[src/rtl/ctrl_regs_pkg.sv]
// Purpose: Shared constants and types for the controller register bank.
// Assumes: APB with 32-bit data and a 12-bit byte address.
// Notes:   Every offset, field position and reset value lives here.

package ctrl_regs_pkg;

    // ************************************************************
    // Bus geometry
    // ************************************************************
    localparam int APB_ADDR_W = 12;
    localparam int APB_DATA_W = 32;

    // ************************************************************
    // Register offsets (byte addresses)
    // ************************************************************
    localparam logic [11:0] OFF_SPEC_VERSION   = 12'h008;
    localparam logic [11:0] OFF_MASK_SET       = 12'h00c;
    localparam logic [11:0] OFF_MASK_CLEAR     = 12'h010;
    localparam logic [11:0] OFF_CTRL_CONFIG    = 12'h014;
    localparam logic [11:0] OFF_EVENT_STATUS   = 12'h040;
    localparam logic [11:0] OFF_EVENT_MASK     = 12'h044;

    // ************************************************************
    // Version register fields
    // ************************************************************
    localparam logic [15:0] MAJOR_REVISION_VAL = 16'h0001;
    localparam logic [7:0]  MINOR_REVISION_VAL = 8'h02;
    localparam logic [7:0]  VERSION_RSVD_VAL   = 8'h00;
    localparam logic [31:0] SPEC_VERSION_VAL   =
        {MAJOR_REVISION_VAL, MINOR_REVISION_VAL, VERSION_RSVD_VAL};

    // ************************************************************
    // Configuration register fields
    // ************************************************************
    localparam int          CC_CQ_EXP_LSB      = 20;
    localparam int          CC_SQ_EXP_LSB      = 16;
    localparam logic [3:0]  ENTRY_EXP_RESET    = 4'h0;

    // ************************************************************
    // Interrupt vector mask and event status
    // ************************************************************
    localparam int          VECTOR_COUNT       = 32;
    localparam logic [31:0] VECTOR_MASK_RESET  = 32'h0000_0000;
    localparam int          EVENT_COUNT        = 2;
    localparam int          EV_QUEUE_REJECT    = 0;
    localparam int          EV_MSIX_ACCESS     = 1;
    localparam logic [1:0]  EVENT_RESET        = 2'h0;

    typedef struct packed {
        logic [7:0]  rsvd_hi;
        logic [3:0]  completion_entry_size_exp;
        logic [3:0]  submission_entry_size_exp;
        logic [15:0] rsvd_lo;
    } cc_t;

    typedef struct packed {
        logic valid;
        logic is_completion;
    } queue_create_t;

endpackage : ctrl_regs_pkg

[src/rtl/bit_set_clear.sv]
// Purpose: Bank of flags with per-bit set and clear strobes.
// Assumes: Synchronous active-high reset.
// Notes:   A set and a clear of the same bit in one cycle leaves it set.

`timescale 1ns/1ps
`default_nettype none

module bit_set_clear #(
    parameter int          WIDTH     = 32,
    parameter logic [31:0] RESET_VAL = 32'h0000_0000
) (
    input  wire logic             core_clk_i,
    input  wire logic             srst_i,
    input  wire logic [WIDTH-1:0] set_i,
    input  wire logic [WIDTH-1:0] clr_i,
    output var  logic [WIDTH-1:0] bits_o
);

    wire logic [WIDTH-1:0] next_bits = (bits_o & ~clr_i) | set_i;

    always_ff @(posedge core_clk_i) begin
        if (srst_i) begin
            bits_o <= RESET_VAL[WIDTH-1:0];
        end else begin
            bits_o <= next_bits;
        end
    end

endmodule : bit_set_clear

`default_nettype wire

[src/rtl/ctrl_version_mask_config_regs.sv]
// Purpose: Version, interrupt vector mask and queue entry size registers.
// Assumes: APB slave, zero wait states; all inputs on core_clk_i.
// Notes:   Event status is sticky, write one to clear, gated by a mask.
//
// Overview of operation
// - Version reads major value 1 in bits 31:16, reserved low byte zero.
// - Version reads minor value 2 in bits 15:8, read only.
// - Outside MSI-X mode, writing one to a mask-set bit masks that vector; mask resets to zero.
// - Outside MSI-X mode, writing one to a mask-clear bit unmasks that vector in shared mask.
// - Zero bits written to either mask register leave the mask unchanged.
// - Reading either mask register returns the live internal mask.
// - Mask applies only outside MSI-X mode; MSI-X bypasses it.
// - Queue creation with unset entry size is rejected as invalid size.
// - Submission entry exponent in bits 19:16, read-write, resets zero.

`timescale 1ns/1ps
`default_nettype none

module ctrl_version_mask_config_regs
    import ctrl_regs_pkg::*;
(
    input  wire logic                  core_clk_i,
    input  wire logic                  srst_i,
    // APB slave
    input  wire logic                  psel_i,
    input  wire logic                  penable_i,
    input  wire logic                  pwrite_i,
    input  wire logic [APB_ADDR_W-1:0] paddr_i,
    input  wire logic [APB_DATA_W-1:0] pwdata_i,
    output var  logic [APB_DATA_W-1:0] prdata_o,
    output var  logic                  pready_o,
    output var  logic                  pslverr_o,
    // Controller side
    input  wire logic                  msix_mode_i,
    input  wire logic [VECTOR_COUNT-1:0] vector_req_i,
    output var  logic [VECTOR_COUNT-1:0] vector_assert_o,
    input  wire queue_create_t         create_i,
    output var  logic                  create_done_o,
    output var  logic                  create_reject_o,
    output var  logic [3:0]            completion_entry_size_exp_o,
    output var  logic [3:0]            submission_entry_size_exp_o,
    output var  logic                  irq_o
);

    // ************************************************************
    // Bus decode
    // ************************************************************
    wire logic setup_phase  = psel_i & ~penable_i;
    wire logic access_fire  = psel_i & penable_i & pready_o;
    wire logic wr_fire      = access_fire & pwrite_i;
    wire logic rd_fire      = access_fire & ~pwrite_i;

    wire logic sel_version  = (paddr_i == OFF_SPEC_VERSION);
    wire logic sel_mset     = (paddr_i == OFF_MASK_SET);
    wire logic sel_mclr     = (paddr_i == OFF_MASK_CLEAR);
    wire logic sel_cc       = (paddr_i == OFF_CTRL_CONFIG);
    wire logic sel_evstat   = (paddr_i == OFF_EVENT_STATUS);
    wire logic sel_evmask   = (paddr_i == OFF_EVENT_MASK);
    wire logic sel_mask_any = sel_mset | sel_mclr;
    wire logic mapped       = sel_version | sel_mask_any | sel_cc
                            | sel_evstat | sel_evmask;

    // ************************************************************
    // Shared vector mask
    // ************************************************************
    // Writes while MSI-X is configured are undefined for the host, so the
    // mask is left alone then and the access is flagged instead.
    wire logic mask_wr_ok = wr_fire & ~msix_mode_i;
    wire logic [VECTOR_COUNT-1:0] mask_set_bits =
        (mask_wr_ok & sel_mset) ? pwdata_i : '0;
    wire logic [VECTOR_COUNT-1:0] mask_clr_bits =
        (mask_wr_ok & sel_mclr) ? pwdata_i : '0;
    logic [VECTOR_COUNT-1:0] vector_mask;

    // Zero bits in either write leave the flag untouched.
    bit_set_clear #(
        .WIDTH     (VECTOR_COUNT),
        .RESET_VAL (VECTOR_MASK_RESET)
    ) u_vector_mask (
        .core_clk_i (core_clk_i),
        .srst_i     (srst_i),
        .set_i      (mask_set_bits),
        .clr_i      (mask_clr_bits),
        .bits_o     (vector_mask)
    );

    // ************************************************************
    // Controller configuration
    // ************************************************************
    logic [3:0] cq_exp;
    logic [3:0] sq_exp;
    wire logic  cc_wr = wr_fire & sel_cc;

    always_ff @(posedge core_clk_i) begin
        if (srst_i) begin
            cq_exp <= ENTRY_EXP_RESET;
            sq_exp <= ENTRY_EXP_RESET;
        end else if (cc_wr) begin
            cq_exp <= pwdata_i[CC_CQ_EXP_LSB +: 4];
            sq_exp <= pwdata_i[CC_SQ_EXP_LSB +: 4];
        end
    end

    cc_t cc_view;
    assign cc_view = '{rsvd_hi: '0,
                       completion_entry_size_exp: cq_exp,
                       submission_entry_size_exp: sq_exp,
                       rsvd_lo: '0};

    assign completion_entry_size_exp_o = cq_exp;
    assign submission_entry_size_exp_o = sq_exp;

    // ************************************************************
    // Queue creation check
    // ************************************************************
    // An entry size exponent of zero means software never set it up.
    wire logic size_unset  = create_i.is_completion ? (cq_exp == 4'h0)
                                                    : (sq_exp == 4'h0);
    wire logic next_reject = create_i.valid & size_unset;

    always_ff @(posedge core_clk_i) begin
        if (srst_i) begin
            create_done_o   <= 1'b0;
            create_reject_o <= 1'b0;
        end else begin
            create_done_o   <= create_i.valid;
            create_reject_o <= next_reject;
        end
    end

    // ************************************************************
    // Vector gating
    // ************************************************************
    // Under MSI-X the per-vector table elsewhere does the masking.
    wire logic [VECTOR_COUNT-1:0] next_vector_assert =
        msix_mode_i ? vector_req_i : (vector_req_i & ~vector_mask);

    always_ff @(posedge core_clk_i) begin
        if (srst_i) begin
            vector_assert_o <= '0;
        end else begin
            vector_assert_o <= next_vector_assert;
        end
    end

    // ************************************************************
    // Event status and interrupt
    // ************************************************************
    logic [EVENT_COUNT-1:0] event_status;
    logic [EVENT_COUNT-1:0] event_mask;
    logic [EVENT_COUNT-1:0] event_set;

    assign event_set[EV_QUEUE_REJECT] = next_reject;
    assign event_set[EV_MSIX_ACCESS]  = access_fire & sel_mask_any & msix_mode_i;

    wire logic [EVENT_COUNT-1:0] event_clr =
        (wr_fire & sel_evstat) ? pwdata_i[EVENT_COUNT-1:0] : '0;

    bit_set_clear #(
        .WIDTH     (EVENT_COUNT),
        .RESET_VAL ({30'h0000_0000, EVENT_RESET})
    ) u_event_status (
        .core_clk_i (core_clk_i),
        .srst_i     (srst_i),
        .set_i      (event_set),
        .clr_i      (event_clr),
        .bits_o     (event_status)
    );

    always_ff @(posedge core_clk_i) begin
        if (srst_i) begin
            event_mask <= EVENT_RESET;
        end else if (wr_fire & sel_evmask) begin
            event_mask <= pwdata_i[EVENT_COUNT-1:0];
        end
    end

    wire logic next_irq = |(event_status & event_mask);

    always_ff @(posedge core_clk_i) begin
        if (srst_i) begin
            irq_o <= 1'b0;
        end else begin
            irq_o <= next_irq;
        end
    end

    // ************************************************************
    // Read data and response
    // ************************************************************
    // Read data is captured in the setup cycle so every output is a flop;
    // APB never overlaps a write access with a read setup, so a read that
    // follows a write always sees the updated mask.
    wire logic [APB_DATA_W-1:0] next_prdata =
        sel_version  ? SPEC_VERSION_VAL :
        sel_mask_any ? vector_mask :
        sel_cc       ? cc_view :
        sel_evstat   ? {30'h0000_0000, event_status} :
        sel_evmask   ? {30'h0000_0000, event_mask} :
                       32'h0000_0000;

    always_ff @(posedge core_clk_i) begin
        if (srst_i) begin
            prdata_o  <= '0;
            pready_o  <= 1'b0;
            pslverr_o <= 1'b0;
        end else begin
            prdata_o  <= setup_phase ? next_prdata : '0;
            pready_o  <= setup_phase;
            pslverr_o <= setup_phase & ~mapped;
        end
    end
endmodule : ctrl_version_mask_config_regs

`default_nettype wire

[config.mk]
export PLATFORM = sky130hd
export DESIGN_NAME = ctrl_version_mask_config_regs
export DESIGN_NICKNAME = d
export VERILOG_FILES = /design/src/rtl/ctrl_regs_pkg.sv /design/src/rtl/bit_set_clear.sv /design/src/rtl/ctrl_version_mask_config_regs.sv
export SDC_FILE = /design/constraint.sdc
export NUM_CORES = 1
export LEC_CHECK = 0
export ABC_AREA = 0
export BUFFER_PORTS_ARGS = -buffer_cell sky130_fd_sc_hd__buf_2
export CORE_MARGIN = 2
export CORE_UTILIZATION = 40
export CTS_CLUSTER_DIAMETER = 120
export DETAILED_ROUTE_END_ITERATION = 8
export MAX_ROUTING_LAYER = met4
export PLACE_DENSITY_LB_ADDON = 0.08
export SETUP_SLACK_MARGIN = 0.4
export SKIP_LAST_GASP = 1
export SLEW_MARGIN = 20
export SYNTH_ARGS = -nofsm -noshare
export SYNTH_HDL_FRONTEND = slang
export SYNTH_SLANG_ARGS = --single-unit
[constraint.sdc]
create_clock -name core_clk_i -period 2.8 [get_ports core_clk_i]
set_input_delay 0.28 -clock core_clk_i [delete_from_list [all_inputs] [get_ports core_clk_i]]
set_output_delay 0.28 -clock core_clk_i [all_outputs]
set_load 0.1 [all_outputs]
==> results.py <==
metrics = {
    "yosys": {
        "netlist_instances": 379,
        "synth_cell_type_count": 39,
        "ys_seq_area_share_pct": 54.1,
        "syn_area_um2": 4180,
        "ys_ff_latch": 113,
        "yosysWarnings": 0,
        "async_reset_ff_share_pct": 0,
        "synth-edff-count": 0,
        "synth_nets": 463,
        "ys.flop_type": "dfxtp_1",
        "synth.avg_cell_area_um2": 11.0,
    },
    "worst_setup_path": {
        "crit_path_cell_trace": "buf_2, nor4_4, nand3_4, nor4_4, buf_4, a21o_1",
        "required_ns": 3.24,
        "cpMostUsedCell": "nor4_4",
        "cp.arrival_ns": 2.15,
        "cp-end-kind": "flip-flop",
        "cp_max_fo": 32,
        "crit_type": "input port to flip-flop",
        "cp-start-kind": "input port",
        "cpMaxStageDelayCell": "nor4_4",
        "critPathMaxStageDelay_ns": 0.51,
    },
    "drt": {
        "viasPerCell": 5.16,
        "wire_per_inst_um": 16.3,
        "drt_pass1_iterations": 5,
        "drt_iter0_drc": 163,
        "drc_errors": 0,
        "postRouteAntennaNets": 0,
        "wirelength_um": 11900,
        "vias": 3754,
    },
    "global_route": {
        "grt_max_degree": 46,
        "grt_first_pass_wirelength_um": 18600,
        "globalRouteTotalUtil_pct": 21.7,
        "grt_pass1_vias": 3764,
        "gr-total-overflow": 0,
        "antenna_found_initial": 0,
    },
    "clock_network": {
        "clockBufferDepth": 2,
        "htree_levels": 4,
        "clk_latency_ns": 0.50,
        "cts_setup_buffers": 0,
        "cts-root-buf": "clkbuf_8",
        "cts_resized": 0,
        "cts_tree": "built",
        "clk_pin_slew_ns": 0.05,
        "cts_made_buffers": 17,
        "clock_sinks": 113,
    },
    "floorplanning": {
        "die_area_um2": 11300,
        "core_area_um2": 10200,
        "die_h_um": 106,
        "io-pin-count": 161,
        "rows": 37,
        "die_w_um": 106,
        "start_util_pct": 40.9,
    },
    "timing": {
        "rsz0062_at_grt": "no",
        "tightest_slew_ns": 0.727,
        "relSlewSlack_pct": 50.9,
        "slew_violations": 0,
        "period_minus_slack_ns": 1.71,
        "max_freq_ghz": 0.586,
        "finalHoldViolCount": 0,
        "clock_skew_ns": 0.00640,
        "period_share_pct": 60.9,
        "finalSetupViolations": 0,
        "tns_ns": 0,
    },
    "run_status": {
        "outcome": "completed",
    },
    "placed_design": {
        "gp_congestion": 0.766,
        "dp_hpwl_um": 7640,
        "io_buffers": 160,
    },
    "final_layout": {
        "fillers": 891,
        "layout-drive-gt1-share_pct": 35.6,
        "fin_nets": 665,
        "ff_latch_area_um2": 2260,
        "layout_common_cells": "buf_2 (160), dfxtp_1 (113), dlygate4sd3_1 (48)",
        "mostFrequentLayoutCell": "buf_2",
        "multi_input_area_um2": 1620,
        "antenna_cells": 0,
        "syn2layout_area_growth_pct": 46.4,
    },
    "flow_run": {
        "drv_cap": 0,
    },
    "power": {
        "ir_worst_vdd_mv": 0.366,
        "p_per_area_nw_per_um2": 695,
        "p_leak_nw": 3.14,
        "total_power_w": 0.00426,
    },
    "min_path": {
        "hold_path_class": "input port to flip-flop",
    },
}
-- kinds of logic after synthesis --
kind of cell / count (synthesis) / synth area share [%]
AO/OA/AOI/OAI: 116 / 23.9
flip-flops: 113 / 54.1
AND/OR/NAND/NOR: 69 / 11.6
buffers and inverters: 68 / 7.33
multiplexers: 12 / 2.93
XOR/XNOR: 1 / 0.209
-- synth_stat cells (3+ instances only) --
master    instances  area share (%)
a311oi_1         32             6.7
buf_6             6             1.6
o211a_1          33             7.9
buf_2             5            0.60
a21o_1           32             5.7
dfxtp_1         113              54
nand4_1           4            0.60
a22o_1            9             1.9
and4_1            4            0.84
mux2i_1          10             2.4
nand3_1           4            0.48
inv_1            33             3.0
nor2_1           16             1.4
clkbuf_1         20             1.8
nor4_1           25             3.7
a31o_2            3            0.63
-- power by group --
group          internal, W  switching [W]
combinational     0.000136       0.000327
clock              0.00144       0.000711
sequential         0.00164     0.00000748
-- sequential cells by signal (all words and copies together) (netlist names), 2 cells and up --
name / cells
u_vector_mask.bits_o: 32
completion_entry_size_exp_o: 4
vector_assert_o: 32
submission_entry_size_exp_o: 4
prdata_o: 32
event_mask: 2
u_event_status.bits_o: 2
-- worst max-delay path: cells and delay by family --
kind | cells | cell delay [ns]
buffers and inverters | 2 | 0.49
and+or+nand+nor | 3 | 1.18
AOI/OAI and AO/OA | 1 | 0.17
-- stage by stage --
stage	util (%)	worst slack, ns	instance area, µm²	hold WS, ns	instances
finish	59.9	1.09	6120	0.0197	728
global route	59.9	0.956	6120	0.00363	728
CTS	59.8	1.09	6110	0.0000666	727
detailed placement	49.3	0.572	5040	0.462	650
global placement	49.3	0.622	5040	0.468	650
floorplan	-	0.624	4180	0.390	379
-- what timing repair did --
action                     in CTS  in global routing
hold endpoints to repair       47                  1
hold buffers                   47                  1
setup endpoints to repair       0                  0
-- per-layer routing --
layer	vias up	GRT usage [%]	wire length, µm
met2	120	36.2	5880
met1	1797	25.9	5240
met3	6	5.64	647
met4	0	6.58	82
met5	-	-	0
li1	1831	-	-
-- layout make-up --
cell class | count | share of cell area [%]
clock inverters | 9 | 2.15
inverters | 36 | 2.21
flip-flops and latches | 113 | 36.9
multi-input cells | 198 | 26.5
well taps | 136 | 2.78
repair buffers | 215 | 21.8
clock buffers | 21 | 7.66
-- path summary, 6_finish.rpt --
check / to / from / cells past startpoint / slack, ns
worst max-delay path: u_vector_mask.bits_o[23]$_SDFF_PP0_ / paddr_i[9] / 6 / 1.09
worst min-delay path: vector_assert_o[31]$_SDFF_PP0_ / vector_req_i[31] / 2 / 0.02
worst max register to register: u_vector_mask.bits_o[23]$_SDFF_PP0_ / pready_o$_SDFF_PP0_ / 5 / 1.15
worst min register to register: prdata_o[9]$_SDFF_PP0_ / u_vector_mask.bits_o[9]$_SDFF_PP0_ / 2 / 0.47
(Power assumes the default switching activity.)
